==> config.mk <==
export PLATFORM = sky130hd
export DESIGN_NAME = ijbl_unit
export DESIGN_NICKNAME = d
export VERILOG_FILES = /design/src/ijbl_pkg.sv /design/src/ijbl_unit.sv
export VERILOG_INCLUDE_DIRS = /design/src /design/src/src
export SDC_FILE = /design/constraint.sdc
export NUM_CORES = 1
export LEC_CHECK = 0
export BUFFER_PORTS_ARGS = -buffer_cell sky130_fd_sc_hd__buf_2
export CAP_MARGIN = 10
export CORE_MARGIN = 3
export CORE_UTILIZATION = 50
export CTS_BUF_LIST = sky130_fd_sc_hd__clkbuf_8
export DETAILED_ROUTE_END_ITERATION = 16
export GPL_ROUTABILITY_DRIVEN = 0
export HOLD_SLACK_MARGIN = 0.06
export MAX_ROUTING_LAYER = met4
export PLACE_DENSITY = 0.76
export RECOVER_POWER = 100
export REMOVE_ABC_BUFFERS = 1
export SYNTH_ARGS = -nofsm -noshare
export SYNTH_HDL_FRONTEND = slang
export SYNTH_SLANG_ARGS = --single-unit
export TNS_END_PERCENT = 100
==> constraint.sdc <==
create_clock -name i_clock -period 2.5 [get_ports i_clock]
set_input_delay 0.625 -clock i_clock [delete_from_list [all_inputs] [get_ports i_clock]]
set_output_delay 0.625 -clock i_clock [all_outputs]
set_load 0.005 [all_outputs]
==> src/ijbl_defs.svh <==
/*
  Encoding fields, opcodes and widths for the indexed jump and byte load unit.
  Included by the package and the unit; definitions only.
*/
`ifndef IJBL_DEFS_SVH
`define IJBL_DEFS_SVH

`define IJBL_XLEN          64
`define IJBL_OP_HI         31
`define IJBL_OP_LO         26
`define IJBL_RT_HI         25
`define IJBL_RT_LO         21
`define IJBL_RS_HI         20
`define IJBL_RS_LO         16
`define IJBL_IMM16_HI      15
`define IJBL_SUB_HI        15
`define IJBL_SUB_LO        12
`define IJBL_FN_HI         11
`define IJBL_FN_LO         9
`define IJBL_IMM9_HI       8
`define IJBL_OP_JUMP_IDX   6'h20
`define IJBL_OP_LB         6'h07
`define IJBL_OP_LBU        6'h05
`define IJBL_OP_POOL_LS    6'h18
`define IJBL_SUB_USER_LD   4'h6
`define IJBL_FN_USER_LB    3'h4
`define IJBL_JUMP_RT_ZERO  5'h00

`endif

==> src/ijbl_pkg.sv <==
/*
  Types for the indexed jump and byte load unit.
  Assumes ijbl_defs.svh is on the include path.
*/
`include "ijbl_defs.svh"

package ijbl_pkg;
  typedef logic [`IJBL_XLEN-1:0] ijbl_word_t;
  typedef logic [4:0]            ijbl_reg_t;

  typedef enum logic [2:0] {
    IJBL_OP_NONE  = 3'b000,
    IJBL_OP_JUMP  = 3'b001,
    IJBL_OP_LB    = 3'b010,
    IJBL_OP_ULB   = 3'b011,
    IJBL_OP_LBU   = 3'b100,
    IJBL_OP_RSVD  = 3'b101
  } ijbl_op_t;

  typedef enum logic [1:0] {
    IJBL_ST_IDLE = 2'b00,
    IJBL_ST_LOAD = 2'b01
  } ijbl_state_t;

  typedef enum logic [2:0] {
    IJBL_EXC_NONE     = 3'b000,
    IJBL_EXC_REFILL   = 3'b001,
    IJBL_EXC_INVALID  = 3'b010,
    IJBL_EXC_BUS      = 3'b011,
    IJBL_EXC_ADDR     = 3'b100,
    IJBL_EXC_WATCH    = 3'b101,
    IJBL_EXC_RSVD     = 3'b110,
    IJBL_EXC_COP_UNUS = 3'b111
  } ijbl_exc_t;
endpackage

==> src/ijbl_unit.sv <==
/*
  Decode and execute for the indexed compact jump and the three byte loads.
  Sits after instruction decode with register operands already read; talks
  to the translation/load pipeline through a request/response handshake.
*/
// Notes on behaviour
// - Jump: opcode 100000, bits 25..21 zero
// - Target is register plus unshifted sign-extended offset
// - Without 64-bit set: bit0 zero faults at fetch
// - With 64-bit set: bit0 to mode, align check
// - Jump has no delay slot
// - Any instruction may follow a jump
// - Signed byte load: opcode 000111, fields
// - Signed load sign-extends addressed byte
// - Byte lane via endian XOR of address
// - Signed load: refill, invalid, address, watch only
// - User load: opcode 011000, 0110, 100, 9-bit
// - User load uses user mapping in kernel
// - User load exists only with enhanced addressing
// - User load needs coprocessor access, user segment
// - User load full exception set
// - Unsigned byte load: opcode 000101, fields
// - Unsigned load zero-extends addressed byte
`timescale 1ns/1ps
`include "ijbl_defs.svh"

module ijbl_unit (
  input  wire logic               i_clock,
  input  wire logic               i_nrst,
  input  wire logic               i_instr_valid,
  output logic                    o_instr_ready,
  input  wire logic [31:0]        i_instr,
  input  wire ijbl_pkg::ijbl_word_t i_source_reg_value,
  input  wire logic               i_has_64bit_set,
  input  wire logic               i_single_instr_set_flag,
  input  wire logic               i_enhanced_va_present_flag,
  input  wire logic               i_cop0_access_enabled,
  input  wire logic               i_reversed_byte_order_flag,
  input  wire logic               i_high_byte_first_flag,
  output logic                    o_mem_req_valid,
  input  wire logic               i_mem_req_ready,
  output ijbl_pkg::ijbl_word_t    o_mem_vaddr,
  output logic                    o_mem_user_map,
  output logic [2:0]              o_mem_paddr_xor,
  input  wire logic               i_mem_rsp_valid,
  input  wire logic [63:0]        i_mem_rsp_data,
  input  wire logic               i_mem_user_segment,
  input  wire ijbl_pkg::ijbl_exc_t i_mem_rsp_exc,
  output logic                    o_jump_taken,
  output ijbl_pkg::ijbl_word_t    o_jump_target,
  output logic                    o_instr_set_select_bit,
  output logic                    o_target_fetch_fault,
  output logic                    o_flush_next,
  output logic                    o_wb_valid,
  output ijbl_pkg::ijbl_reg_t     o_wb_reg,
  output ijbl_pkg::ijbl_word_t    o_wb_data,
  output logic                    o_exc_valid,
  output ijbl_pkg::ijbl_exc_t     o_exc_code
);
  import ijbl_pkg::*;

  // ==========================================================
  // Helpers
  function automatic ijbl_word_t sext16(input logic [15:0] v);
    sext16 = {{(`IJBL_XLEN-16){v[15]}}, v};
  endfunction

  function automatic ijbl_word_t sext9(input logic [8:0] v);
    sext9 = {{(`IJBL_XLEN-9){v[8]}}, v};
  endfunction

  // ==========================================================
  // Decode
  ijbl_op_t   op;
  logic [5:0] major;
  ijbl_reg_t  rt_field;
  ijbl_word_t ea;
  ijbl_word_t jtarget;

  assign major    = i_instr[`IJBL_OP_HI:`IJBL_OP_LO];
  assign rt_field = i_instr[`IJBL_RT_HI:`IJBL_RT_LO];

  always_comb begin
    op = IJBL_OP_NONE;
    if (major == `IJBL_OP_JUMP_IDX && rt_field == `IJBL_JUMP_RT_ZERO) begin
      op = IJBL_OP_JUMP;
    end else if (major == `IJBL_OP_LB) begin
      op = IJBL_OP_LB;
    end else if (major == `IJBL_OP_LBU) begin
      op = IJBL_OP_LBU;
    end else if (major == `IJBL_OP_POOL_LS
                 && i_instr[`IJBL_SUB_HI:`IJBL_SUB_LO] == `IJBL_SUB_USER_LD
                 && i_instr[`IJBL_FN_HI:`IJBL_FN_LO] == `IJBL_FN_USER_LB) begin
      // Absent feature decodes as reserved
      op = i_enhanced_va_present_flag ? IJBL_OP_ULB : IJBL_OP_RSVD;
    end
  end

  // Unshifted offset add, bit aligned
  assign jtarget = i_source_reg_value + sext16(i_instr[`IJBL_IMM16_HI:0]);
  assign ea = (op == IJBL_OP_ULB) ? i_source_reg_value + sext9(i_instr[`IJBL_IMM9_HI:0])
                                  : i_source_reg_value + sext16(i_instr[`IJBL_IMM16_HI:0]);

  // ==========================================================
  // Load sequencing
  ijbl_state_t state_q;
  ijbl_op_t    ld_op_q;
  ijbl_reg_t   ld_reg_q;
  logic [2:0]  ld_lane_q;
  logic        req_pend_q;
  logic        accept;
  logic        is_load;

  assign is_load       = (op == IJBL_OP_LB) || (op == IJBL_OP_LBU) || (op == IJBL_OP_ULB);
  // Back-to-back accepted except while a load waits for its response, a jump never blocks the next
  assign o_instr_ready = (state_q == IJBL_ST_IDLE);
  assign accept        = i_instr_valid && o_instr_ready;

  always_ff @(posedge i_clock or negedge i_nrst) begin
    if (!i_nrst) begin
      state_q <= IJBL_ST_IDLE;
    end else begin
      case (state_q)
        IJBL_ST_IDLE: begin
          if (accept && is_load && !(op == IJBL_OP_ULB && !i_cop0_access_enabled)) begin
            state_q <= IJBL_ST_LOAD;
          end
        end
        IJBL_ST_LOAD: begin
          if (i_mem_rsp_valid && !req_pend_q) begin
            state_q <= IJBL_ST_IDLE;
          end
        end
        default: state_q <= IJBL_ST_IDLE;
      endcase
    end
  end

  always_ff @(posedge i_clock or negedge i_nrst) begin
    if (!i_nrst) begin
      ld_op_q         <= IJBL_OP_NONE;
      ld_reg_q        <= 5'h00;
      ld_lane_q       <= 3'h0;
      o_mem_vaddr     <= '0;
      o_mem_user_map  <= 1'b0;
      o_mem_paddr_xor <= 3'h0;
    end else if (accept && is_load) begin
      ld_op_q         <= op;
      ld_reg_q        <= rt_field;
      ld_lane_q       <= ea[2:0] ^ {3{i_high_byte_first_flag}};
      o_mem_vaddr     <= ea;
      o_mem_user_map  <= (op == IJBL_OP_ULB);
      o_mem_paddr_xor <= {3{i_reversed_byte_order_flag}};
    end
  end

  always_ff @(posedge i_clock or negedge i_nrst) begin
    if (!i_nrst) begin
      req_pend_q <= 1'b0;
    end else if (accept && is_load && !(op == IJBL_OP_ULB && !i_cop0_access_enabled)) begin
      req_pend_q <= 1'b1;
    end else if (i_mem_req_ready) begin
      req_pend_q <= 1'b0;
    end
  end
  assign o_mem_req_valid = req_pend_q;

  // ==========================================================
  // Jump execution
  always_ff @(posedge i_clock or negedge i_nrst) begin
    if (!i_nrst) begin
      o_jump_taken           <= 1'b0;
      o_jump_target          <= '0;
      o_instr_set_select_bit <= 1'b0;
      o_target_fetch_fault   <= 1'b0;
      o_flush_next           <= 1'b0;
    end else begin
      o_jump_taken <= accept && (op == IJBL_OP_JUMP);
      o_flush_next <= accept && (op == IJBL_OP_JUMP);
      if (accept && op == IJBL_OP_JUMP) begin
        if (i_single_instr_set_flag) begin
          o_jump_target        <= jtarget;
          o_target_fetch_fault <= 1'b0;
        end else if (i_has_64bit_set) begin
          o_jump_target          <= {jtarget[`IJBL_XLEN-1:1], 1'b0};
          o_instr_set_select_bit <= jtarget[0];
          o_target_fetch_fault   <= !jtarget[0] && jtarget[1];
        end else begin
          o_jump_target          <= {jtarget[`IJBL_XLEN-1:1], 1'b0};
          o_instr_set_select_bit <= jtarget[0];
          // Fault is flagged for the fetch stage to raise
          o_target_fetch_fault   <= !jtarget[0];
        end
      end
    end
  end

  // ==========================================================
  // Writeback and exceptions
  logic [7:0] lane_byte;
  logic       rsp_take;
  logic       exc_allowed;

  assign lane_byte = i_mem_rsp_data[8*ld_lane_q +: 8];
  assign rsp_take  = (state_q == IJBL_ST_LOAD) && i_mem_rsp_valid && !req_pend_q;

  always_comb begin
    exc_allowed = 1'b0;
    case (i_mem_rsp_exc)
      IJBL_EXC_REFILL, IJBL_EXC_INVALID, IJBL_EXC_ADDR, IJBL_EXC_WATCH: exc_allowed = 1'b1;
      IJBL_EXC_BUS: exc_allowed = (ld_op_q == IJBL_OP_ULB);
      default: exc_allowed = 1'b0;
    endcase
  end

  always_ff @(posedge i_clock or negedge i_nrst) begin
    if (!i_nrst) begin
      o_wb_valid  <= 1'b0;
      o_wb_reg    <= 5'h00;
      o_wb_data   <= '0;
      o_exc_valid <= 1'b0;
      o_exc_code  <= IJBL_EXC_NONE;
    end else begin
      o_wb_valid  <= 1'b0;
      o_exc_valid <= 1'b0;
      if (accept && op == IJBL_OP_RSVD) begin
        o_exc_valid <= 1'b1;
        o_exc_code  <= IJBL_EXC_RSVD;
      end else if (accept && op == IJBL_OP_ULB && !i_cop0_access_enabled) begin
        o_exc_valid <= 1'b1;
        o_exc_code  <= IJBL_EXC_COP_UNUS;
      end else if (rsp_take) begin
        if (i_mem_rsp_exc != IJBL_EXC_NONE && exc_allowed) begin
          o_exc_valid <= 1'b1;
          o_exc_code  <= i_mem_rsp_exc;
        end else if (ld_op_q == IJBL_OP_ULB && !i_mem_user_segment) begin
          o_exc_valid <= 1'b1;
          o_exc_code  <= IJBL_EXC_ADDR;
        end else begin
          o_wb_valid <= 1'b1;
          o_wb_reg   <= ld_reg_q;
          if (ld_op_q == IJBL_OP_LBU) begin
            o_wb_data <= {{(`IJBL_XLEN-8){1'b0}}, lane_byte};
          end else begin
            o_wb_data <= {{(`IJBL_XLEN-8){lane_byte[7]}}, lane_byte};
          end
        end
      end
    end
  end

endmodule

==> impl_metrics.yaml, run 1 <==
floorplanning:
  io_pins: 387
  core.rowCount: 62
  start_util_pct: 51.1
  dieHeight_um: 178
  fp.dieW_um: 178
grt:
  grt_usage_pct: 74.2
  grt_overflow: 117
  grt_max_degree: 62
logic_synthesis:
  synthArstFlopShare_pct: 100
  synth-edff-count: 0
  synthDominantCellAreaShare_pct: 28.0
  synth-main-ff-cell: "dfrtp_1"
  synth_cells: 1807
  synth-seq-cells: 165
  syn_area_sq_um: 14700
  avgSynthCellArea_sq_um: 8.16
  synth.yosys.seq_area_share_pct: 28.0
  yosys.area.top_type: "dfrtp_1"
  synth_cell_types: 81
  synthTopCellsByArea: "dfrtp_1, ha_1, a21oi_1"
  yosys_warnings: 0
clocking:
  cts_inserted_buffers: 17
  clock_sinks: 165
  clockBufferDepth: 2
  root_buffer: "clkbuf_8"
  htreeDepth: 4
status:
  status: "stopped before the end"
  run.stop_error: "[ERROR GRT-0232] Routing congestion too high. Check the congestion heatmap in the GUI."
  failing_step: "5_1_grt"
placed_design:
  portBuffers: 381
  pre_cts_slack_ps: -1480
  dpl.hpwl_mm: 49.3
sta:
  worst_endpoint: "o_jump_target[59]$_DFFE_PN0P_/D"
  worstEpCategory: "register data pin"
cell usage after synthesis (all sizes together) (41+ instances only):
master and n:
nand4 41, ha 117, xnor2 74, dfrtp 165, nand2 227, o21ai 147
a21o 80, inv 41, nor2 153, buf 71, clkbuf 86, a21oi 192
stage by stage:
stage | cells | instance area, sq um | hold slack, ps
after CTS | 3014 | 23400 | 298
after detailed placement | 2937 | 20400 | 449
after global placement | 2937 | 20400 | 447
after floorplan | 1650 | 13900 | 329
cell families after synthesis:
kind of cell               synth area share, %
buffers and inverters                     6.59
adders and majority gates                 10.1
AOI/OAI and AO/OA                         25.6
DFF                                       28.0
xor gates and xnor gates                  6.71
muxes                                     6.08
and+or+nand+nor                           17.0
what timing repair did:
item / CTS
hold buffers: 1
setup buffers: 53
pin swaps: 175
gates cloned: 5
gates resized for setup: 422
endpoints found under the hold margin: 5
endpoints found under the setup margin: 103
layer usage:
metal,GRT usage (%),GRT overflow
met1,71.5,0
met2,90.4,55
met3,57.7,5
met4,72.9,57
met5,-,-
==> inputs of run 2 (changes only) <==
--- a/config.mk
+++ b/config.mk
@@ -9,13 +9,10 @@
 export BUFFER_PORTS_ARGS = -buffer_cell sky130_fd_sc_hd__buf_2
 export CAP_MARGIN = 10
 export CORE_MARGIN = 3
-export CORE_UTILIZATION = 50
-export CTS_BUF_LIST = sky130_fd_sc_hd__clkbuf_8
+export CORE_UTILIZATION = 35
 export DETAILED_ROUTE_END_ITERATION = 16
 export GPL_ROUTABILITY_DRIVEN = 0
-export HOLD_SLACK_MARGIN = 0.06
-export MAX_ROUTING_LAYER = met4
-export PLACE_DENSITY = 0.76
+export PLACE_DENSITY_LB_ADDON = 0.15
 export RECOVER_POWER = 100
 export REMOVE_ABC_BUFFERS = 1
 export SYNTH_ARGS = -nofsm -noshare
==> run 2 against run 1 <==
Net effect:
- the flow now finishes, with violations (setup timing)
- synthesized cell count is the same
- area after synthesis stayed put
==> impl_metrics.yaml, run 2 <==
layout:
  syn_to_final_growth_pct: 71.6
  drive_gt1_share_pct: 50.7
  fin_nets: 2980
  fillers: 3430
  n_antenna_cell: 0
  fin_util_pct: 61.4
  largestRegisters: "o_jump_target x64, o_mem_vaddr x64, o_wb_data x9"
  mostFrequentLayoutCells: "buf_4, buf_2, nand2_1, dfrtp_1, nor2_1"
  layout_commonest_cell: "buf_4"
critical_path:
  critPathMaxFanout: 6
  cpMostUsedCell: "buf_6"
  cp-start-kind: "input port"
  r2r_cells: 7
  path_depth: 18
  crit_chain: "buf_12 > buf_12 > buf_6 > ha_4 > buf_6 > nand4_1 > buf_4 > nor4b_4 > buf_4 > o21a_4 > o21ai_2 > nor4b_4 > o211ai_4 > buf_6 > buf_6 > a2111oi_4 > nor3_2 > o211ai_1"
  cpPeakStageDelay_ps: 400
  crit_arrival_ps: 3620
  critPathBufInv: 8
  critPathCaptureType: "flop"
  path_class: "input port to flop"
  crit_slowest_cell: "nor4b_4"
  critPathRequiredTime_ps: 2910
  cp_top_family: "buffers and inverters"
routing:
  top_layer_used: "met5"
  avgViaCountPerCell: 5.47
  final_antenna_net_count: 0
  post-route-drc-count: 0
  wl_met3_mm: 4.70
  wire_per_inst_um: 21.6
  drt-initial-drc-count: 1190
  wl_met1_mm: 28.1
  drtPass1Iterations: 5
  wl_mm: 69.8
  vias: 17700
  route.met2.wl_mm: 32.7
worst_hold_path:
  min_path_cells: 2
  min_path_type: "input port to flop"
logic_synthesis:
  synth-edff-count: 0
  synthMostInstantiatedCell: "nand2_1"
  synth-main-ff-cell: "dfrtp_1"
  synth_cell_types: 81
  synth.yosys.seq_area_share_pct: 28.0
  avgSynthCellArea_sq_um: 8.16
  yosys_warnings: 0
  yosys.area.top_type: "dfrtp_1"
  synthTopCellsByArea: "dfrtp_1, ha_1, a21oi_1"
  synthDominantCellAreaShare_pct: 28.0
  syn_area_sq_um: 14700
  synth_commonest_cells: "nand2_1, a21oi_1, dfrtp_1"
  synth_cells: 1807
  synth-seq-cells: 165
  synthArstFlopShare_pct: 100
grt:
  first_global_vias: 17400
  grt_usage_pct: 29.5
  grt_pass1_wl_mm: 101
  grt_overflow: 0
  grt_max_degree: 57
  antenna_found_initial: 3
floorplanning:
  fp.dieW_um: 211
  core_sq_um: 41200
  core.rowCount: 74
  start_util_pct: 35.8
  die_area_sq_um: 44600
  dieHeight_um: 211
  io_pins: 387
clocking:
  htreeDepth: 4
  clk_pin_slew_worst_paths_ps: 80
  root_buffer: "clkbuf_16"
  cts_inserted_buffers: 17
  clock_sinks: 165
  clk_latency_ps: 490
  clockBufferDepth: 2
  cts_tree: "yes"
placed_design:
  dpl.hpwl_mm: 51.9
  portBuffers: 381
power:
  p_total_w: 0.0136
  pwr_density_cell_nw_per_um2: 536
  ir_worst_vdd_mv: 0.534
  p_leak_nw: 11.9
sta:
  relSlewSlack_pct: 14.8
  fmax_mhz: 312
  layout_min_cycle_time_ps: 3210
  rsz0062_at_grt: "true"
  maxSlewViolCount: 0
  finClkSkew_ps: 11.3
  setup-violations-final: 103
  worst-slew-pin-transition_ps: 1280
  setup_slack_ps: -708
  fin_crit_sh_pct: 128
  hold_violations: 0
status:
  violations: "setup timing"
  status: "finished with violations"
run:
  drv_cap: 0
## run 2: cell counts after synthesis
No cell type changed its count.
## run 2: logic make-up (layout without fill, tap and decap cells)
logic type,Yosys count,after routing,synth area share (%)
adders and majority gates,118,118,10.1
DFF,165,165,28.0
and+or+nand+nor,550,550,17.0
muxes,65,65,6.08
AOI/OAI and AO/OA,597,597,25.6
xor gates and xnor gates,113,113,6.71
buffers and inverters,199,1092,6.59
## run 2: path summary, 6_finish.rpt
check	startpoint	end	slack (ps)
worst max-delay path	i_instr[15]	o_mem_vaddr[57]$_DFFE_PN0P_	-710
worst min-delay path	i_mem_req_ready	o_mem_req_valid$_DFFE_PN0P_	320
worst max register to register	state_q[0]$_DFFE_PN0P_	o_jump_target[33]$_DFFE_PN0P_	0
worst min register to register	o_mem_vaddr[3]$_DFFE_PN0P_	o_mem_vaddr[3]$_DFFE_PN0P_	470
max in group asynchronous	i_nrst	o_jump_target[54]$_DFFE_PN0P_	440
min in group asynchronous	i_nrst	o_jump_target[7]$_DFFE_PN0P_	410
## run 2: layout make-up
| type | count | area, sq um | area share, % |
|---|---|---|---|
| clock buffers | 17 | 425 | 1.68 |
| clock inverters | 15 | 159 | 0.628 |
| inverters | 42 | 158 | 0.623 |
| multi-input cells | 1443 | 12600 | 49.9 |
| flip-flops and latches | 165 | 4130 | 16.3 |
| well taps | 532 | 666 | 2.63 |
| repair buffers | 1018 | 7140 | 28.2 |
## run 2: where the power goes
part	total, W	switching (W)	internal (W)
logic	0.00722	0.00363	0.00359
registers	0.00363	0.000421	0.00321
clock network	0.00271	0.00138	0.00133
## run 2: metal layers
| metal | GRT usage [%] | up-vias |
|---|---|---|
| met4 | 15.7 | 6 |
| met2 | 49.1 | 677 |
| li1 | - | 8271 |
| met3 | 5.39 | 174 |
| met5 | 0 | - |
| met1 | 36.4 | 8554 |
## run 2: worst register-to-register path, stage by stage (launching register included)
cell and delay (ps):
dfrtp_1 400, nor2b_1 190, and2_0 180, clkbuf_1 220, nand3_1 220, clkinv_1 140
clkbuf_2 590, mux2_2 440
## run 2: what timing repair did
item                       in CTS  in global routing
setup buffers                  57                 51
gates cloned                    5                  1
resized for setup             482                188
hold buffers                    0                  0
pin swaps                     184                150
setup endpoints to repair     102                 99
## run 2: through the flow
step,area [sq um],cells,hold slack [ps],setup TNS [ps],setup WS (ps)
finish,25300,3232,317,-41200,-708
global route,25300,3232,300,-49160,-753
global placement,20900,3120,450,-115940,-1550
floorplan,13900,1650,329,-135710,-1290
detailed placement,20900,3120,457,-118900,-1570
CTS,24400,3201,66.8,-28580,-580
Note: power is estimated with default switching activity, not from simulation.
==> inputs of run 3 (changes only) <==
--- a/config.mk
+++ b/config.mk
@@ -8,6 +8,7 @@
 export LEC_CHECK = 0
 export BUFFER_PORTS_ARGS = -buffer_cell sky130_fd_sc_hd__buf_2
 export CAP_MARGIN = 10
+export CORE_ASPECT_RATIO = 1.2
 export CORE_MARGIN = 3
 export CORE_UTILIZATION = 35
 export DETAILED_ROUTE_END_ITERATION = 16
==> run 3 against run 2 <==
Net effect:
- largest power group unchanged
- critical path depth unchanged
- clock-buffer cell count unchanged
- via count up 0.23%
- critical path type unchanged
- the flow finishes with violations (capacitance limit, slew limit, setup timing)
==> impl_metrics.yaml, run 3 (synthesis gave the netlist of run 2 again) <==
status:
  status: "finished with violations"
  violations: "capacitance limit, slew limit, setup timing"
layout:
  instances_no_fill: 3269
  drive_gt1_share_pct: 51.0
  mostFrequentLayoutCells: "buf_4, buf_2, nand2_1, dfrtp_1"
  largestRegisters: "o_jump_target x64, o_mem_vaddr x64, o_wb_data x9"
  fin_util_pct: 62.2
  regArea_sq_um: 4130
  syn_to_final_growth_pct: 73.5
  fin_nets: 3008
  multi_input_area_sq_um: 12500
  final_area_sq_um: 25600
  layout_commonest_cell: "buf_4"
  fillers: 3502
placed_design:
  portBuffers: 381
  postPlaceCellArea_sq_um: 21000
  pre_cts_slack_ps: -1740
  dpl.hpwl_mm: 52.0
  dp.cells: 3145
floorplanning:
  dieHeight_um: 231
  start_util_pct: 35.8
  core.rowCount: 81
  die_area_sq_um: 44600
  fp.dieW_um: 193
  core_sq_um: 41100
  io_pins: 387
routing:
  avgViaCountPerCell: 5.42
  drt-initial-drc-count: 1171
  drtPass1Iterations: 5
  wire_per_inst_um: 21.3
  wl_mm: 69.5
  vias: 17700
  post-route-drc-count: 0
  final_antenna_net_count: 0
sta:
  rsz0062_at_grt: "true"
  fmax_mhz: 308
  fin_crit_sh_pct: 130
  maxSlewViolCount: 34
  hold_ws_ps: 343
  relSlewSlack_pct: -56.9
  setup-violations-final: 104
  worst-slew-pin-transition_ps: 2350
  setup_slack_ps: -742
  layout_min_cycle_time_ps: 3240
  hold_violations: 0
  finClkSkew_ps: 12.3
clocking:
  clk_latency_ps: 480
  ctsHoldBuffers: 0
  clockBufferDepth: 2
  clock_sinks: 165
  cts_tree: "yes"
  cts_inserted_buffers: 17
  clk_pin_slew_worst_paths_ps: 70
  root_buffer: "clkbuf_16"
  htreeDepth: 4
power:
  pwr-share-comb_pct: 53.0
  switchingPower_w: 0.00528
  pwr-share-clk_pct: 20.9
  swShare_pct: 38.5
  pwr_density_cell_nw_per_um2: 537
  ir_worst_vdd_mv: 0.565
  sequentialPowerShare_pct: 26.1
  p_leak_nw: 12.2
  p_int_w: 0.00845
grt:
  grt_usage_pct: 29.4
  antenna_found_initial: 5
  grt_max_degree: 63
  grt_overflow: 0
  grt_pass1_wl_mm: 103
  first_global_vias: 17800
critical_path:
  cp-start-kind: "input port"
  r2r_cells: 7
  crit_arrival_ps: 3600
  r2r-start: "state_q[0]$_DFFE_PN0P_"
  critPathCaptureType: "flop"
  critPathRequiredTime_ps: 2860
  path_class: "input port to flop"
  critPathMaxFanout: 6
  crit_path_start: "i_instr[15]"
worst_hold_path:
  min_path_cells: 2
  hp-start: "i_mem_req_ready"
  min_path_type: "input port to flop"
run:
  drv_cap: 1
[run 3: changes by cell type in the layout (fill, tap and decap cells not counted), moves of 6 or more]
cell	change
a21oi_1	+12
clkbuf_1	-8
o21ai_2	-15
a21oi_2	-8
xnor2_1	-7
xnor2_2	+8
o21ai_0	+7
nand2_4	+6
buf_4	+27
[run 3: power by group through the flow]
stage | combinational [W] | sequential (W) | clock, W
floorplan | 0.00244 | 0.00380 | 0
detailed placement | 0.00594 | 0.00362 | 0
CTS | 0.00683 | 0.00357 | 0.00295
finish | 0.00727 | 0.00359 | 0.00287
global placement | 0.00590 | 0.00360 | 0
global route | 0.00783 | 0.00365 | 0.00304
[run 3: path summary, 6_finish.rpt]
kind,endpoint,slack (ps)
max,o_jump_target[62]$_DFFE_PN0P_,-740
min,o_mem_req_valid$_DFFE_PN0P_,340
max reg2reg,o_jump_target[4]$_DFFE_PN0P_,10
min reg2reg,ld_reg_q[0]$_DFFE_PN0P_,470
max in group asynchronous,o_jump_target[39]$_DFFE_PN0P_,40
min in group asynchronous,o_mem_paddr_xor[0]$_DFFE_PN0P_,850
[run 3: layout make-up]
| type | count | share of cell area (%) |
|---|---|---|
| Multi-Input combinational cell | 1443 | 49.0 |
| Timing Repair Buffer | 1046 | 29.1 |
| Sequential cell | 165 | 16.1 |
| Tap cell | 539 | 2.64 |
| Clock buffer | 17 | 1.66 |
| Clock inverter | 14 | 0.773 |
| Inverter | 42 | 0.626 |
| Antenna cell | 3 | 0.0293 |
[run 3: metal layers]
| metal | track usage, % | up-vias | share of wire (%) |
|---|---|---|---|
| met2 | 50.0 | 667 | 48 |
| met3 | 4.82 | 209 | 5.4 |
| li1 | - | 8327 | - |
| met1 | 34.6 | 8515 | 39 |
| met4 | 18.7 | 4 | 7.3 |
| met5 | 0 | - | 0.045 |
[run 3: critical path: stages]
cell and delay (ps):
buf_12 130, buf_16 150, ha_4 270, a21oi_2 210, buf_4 150, o21ai_0 120, a211oi_2 240, buf_4 190
o31ai_4 60, a211oi_4 340, nand2_2 130, a31oi_2 150, buf_4 170, a22oi_2 90, buf_4 170, a21oi_2 140
xor2_1 170, o21ai_1 80
[run 3: timing repair]
action	4_1_cts	5_1_grt
pin swaps	214	164
setup endpoints to repair	122	109
resized for setup	444	215
buffers inserted	66	50
gates cloned	5	1
[run 3: through the flow]
step / setup TNS (ps) / power (W)
final: -44010 / 0.0137
after global routing: -67060 / 0.0145
after CTS: -34300 / 0.0134
after detailed placement: -134770 / 0.00956
after global placement: -131720 / 0.00950
after floorplan: -135710 / 0.00623
==> inputs of run 4 (changes only) <==
--- a/config.mk
+++ b/config.mk
@@ -6,6 +6,7 @@
 export SDC_FILE = /design/constraint.sdc
 export NUM_CORES = 1
 export LEC_CHECK = 0
+export ABC_AREA = 1
 export BUFFER_PORTS_ARGS = -buffer_cell sky130_fd_sc_hd__buf_2
 export CAP_MARGIN = 10
 export CORE_ASPECT_RATIO = 1.2
==> run 4 against run 3 <==
Net effect:
- the flow finishes with violations (capacitance limit, slew limit)
- critical path depth shrank 2
- largest cell class unchanged
- combinational power shrank 13%
- worst hold slack lost 24 ps
- first-iteration DRC count grew 38%
- register-to-register slack gained 220 ps
- sequential cell count is the same
- synthesized cell count grew 78%
==> impl_metrics.yaml, run 4 <==
logic_synthesis:
  synth_commonest_cells: "nand2_1, inv_1, nor2_1"
  syn_area_sq_um: 18400
  synth-main-ff-cell: "dfrtp_1"
  synthTopCellsByArea: "nand2_1, dfrtp_1, inv_1"
  synth-edff-count: 0
  synthDominantCellAreaShare_pct: 25.1
  synth-seq-cells: 165
  yosys.area.top_type: "nand2_1"
  synth_cell_types: 46
  synth_cells: 3220
  avgSynthCellArea_sq_um: 5.72
  synthMostInstantiatedCell: "nand2_1"
  yosys_warnings: 0
  synth.yosys.seq_area_share_pct: 22.4
  synthArstFlopShare_pct: 100
placed_design:
  pre_cts_slack_ps: -622
  portBuffers: 381
  postPlaceCellArea_sq_um: 24500
  dpl.hpwl_mm: 68.2
layout:
  fin_util_pct: 49.3
  fin_nets: 4313
  layout_commonest_cell: "nand2_1"
  mostFrequentLayoutCells: "nand2_1, inv_1, buf_4, buf_2, nor2_1"
  final_area_sq_um: 25500
  largestRegisters: "o_jump_target x64, o_mem_vaddr x64, o_wb_data x9"
  syn_to_final_growth_pct: 38.4
  drive_gt1_share_pct: 23.9
floorplanning:
  core.rowCount: 91
  core_sq_um: 51700
  start_util_pct: 35.7
  fp.dieW_um: 216
  dieHeight_um: 257
  die_area_sq_um: 55500
  io_pins: 387
grt:
  grt_usage_pct: 28.3
  grt_pass1_wl_mm: 120
  antenna_found_initial: 0
  first_global_vias: 20800
  grt_max_degree: 62
  grt_overflow: 0
routing:
  avgViaCountPerCell: 4.74
  drtPass1Iterations: 6
  wl_mm: 80.9
  wire_per_inst_um: 17.1
  vias: 22400
  final_antenna_net_count: 0
  drt-initial-drc-count: 1611
  post-route-drc-count: 0
sta:
  setup_slack_ps: 55.4
  layout_min_cycle_time_ps: 2440
  rsz0062_at_grt: "true"
  relSlewSlack_pct: -46.9
  hold_violations: 0
  setup-violations-final: 0
  worst-slew-pin-transition_ps: 2200
  maxSlewViolCount: 32
  fmax_mhz: 409
  finClkSkew_ps: 12.5
  fin_crit_sh_pct: 97.8
critical_path:
  crit_path_start: "i_instr[15]"
  endpoint: "o_mem_vaddr[51]$_DFFE_PN0P_"
  critPathCaptureType: "flop"
  r2r_cells: 8
  r2r-end: "o_jump_target[21]$_DFFE_PN0P_"
  critPathMaxFanout: 20
  rrSetupSlack_ps: 230
  crit_arrival_ps: 2820
  r2r-start: "state_q[0]$_DFFE_PN0P_"
  critPathRequiredTime_ps: 2870
  cp-start-kind: "input port"
  path_class: "input port to flop"
power:
  ir_worst_vdd_mv: 0.498
  pwr_density_cell_nw_per_um2: 497
  p_leak_nw: 14.8
run:
  drv_cap: 1
status:
  status: "finished with violations"
  violations: "capacitance limit, slew limit"
clocking:
  htreeDepth: 4
  cts_tree: "yes"
  cts_inserted_buffers: 17
  clk_latency_ps: 510
  ctsHoldBuffers: 0
  clk_pin_slew_worst_paths_ps: 70
  clock_sinks: 165
  root_buffer: "clkbuf_16"
  clockBufferDepth: 2
worst_hold_path:
  min_path_type: "input port to flop"
-- run 4: what timing repair did --
item | 4_1_cts | 5_1_grt
buffers inserted | 0 | 1
endpoints found under the setup margin | 4 | 77
resized for setup | 2 | 137
pin swaps | 0 | 7
-- run 4: routing by layer --
metal / up-vias / global-route usage (%) / routed length (um)
met5: - / 0 / 0
met4: 0 / 15.2 / 4730
met3: 145 / 3.41 / 4220
met2: 685 / 47.8 / 37700
met1: 10000 / 35.3 / 34300
li1: 11600 / - / -
-- run 4: cell families (layout without fill, tap and decap cells) --
group / after synthesis / after routing / synth area share (%)
adder cells (fa/ha/maj): 118 / 118 / 8.05
AO/OA/AOI/OAI: 344 / 344 / 10.2
multiplexers: 6 / 6 / 0.360
buffers and inverters: 675 / 1488 / 15.4
other: 0 / 3 / 0
XOR/XNOR: 42 / 42 / 2.00
flip-flops: 165 / 165 / 22.4
AND/OR/NAND/NOR: 1870 / 1870 / 41.6
-- run 4: area by class of cell --
type | instances | area [sq um]
fill | 5674 | 26200
multi-input combinational | 2380 | 12000
timing repair buffer | 884 | 5710
sequential | 165 | 4130
inverter | 572 | 2150
tap | 697 | 872
clock buffer | 21 | 460
clock inverter | 11 | 140
antenna | 3 | 7.51
-- run 4: worst min-delay path by stage --
stage,startpoint,to,depth (start not counted)
after floorplan,i_nrst,ld_lane_q[0]$_DFFE_PN0P_,0
final,i_mem_req_ready,o_mem_req_valid$_DFFE_PN0P_,2
after CTS,i_nrst,o_jump_target[8]$_DFFE_PN0P_,1
after detailed placement,o_jump_target[9]$_DFFE_PN0P_,o_jump_target[9]$_DFFE_PN0P_,2
after global placement,o_jump_target[9]$_DFFE_PN0P_,o_jump_target[9]$_DFFE_PN0P_,2
after global routing,i_mem_req_ready,o_mem_req_valid$_DFFE_PN0P_,2
-- run 4: critical path, stage by stage --
cell      delay [ps]
buf_2            170
buf_12           200
ha_2             330
nand2_1          130
inv_1             60
a21oi_2          180
nand2_1          120
buf_4            150
nand2_1           70
nand2_1           90
a21oi_2          190
nand3b_1         130
nand3_1          130
nand2_1           70
nand2_1           80
nand2_1           60
-- run 4: stage by stage --
step,cells,power [W],hold slack (ps),TNS [ps]
global placement,4697,0.00974,450,-44450
global route,4730,0.0136,314,-1510
CTS,4729,0.0127,7.00,0
finish,4733,0.0127,319,0
floorplan,3117,0.00641,329,-40700
detailed placement,4697,0.00977,453,-45980
-- run 4: power by group --
group	total [W]	switching [W]	internal [W]
clock	0.00286	0.00131	0.00155
combinational	0.00629	0.00352	0.00277
sequential	0.00353	0.000344	0.00318
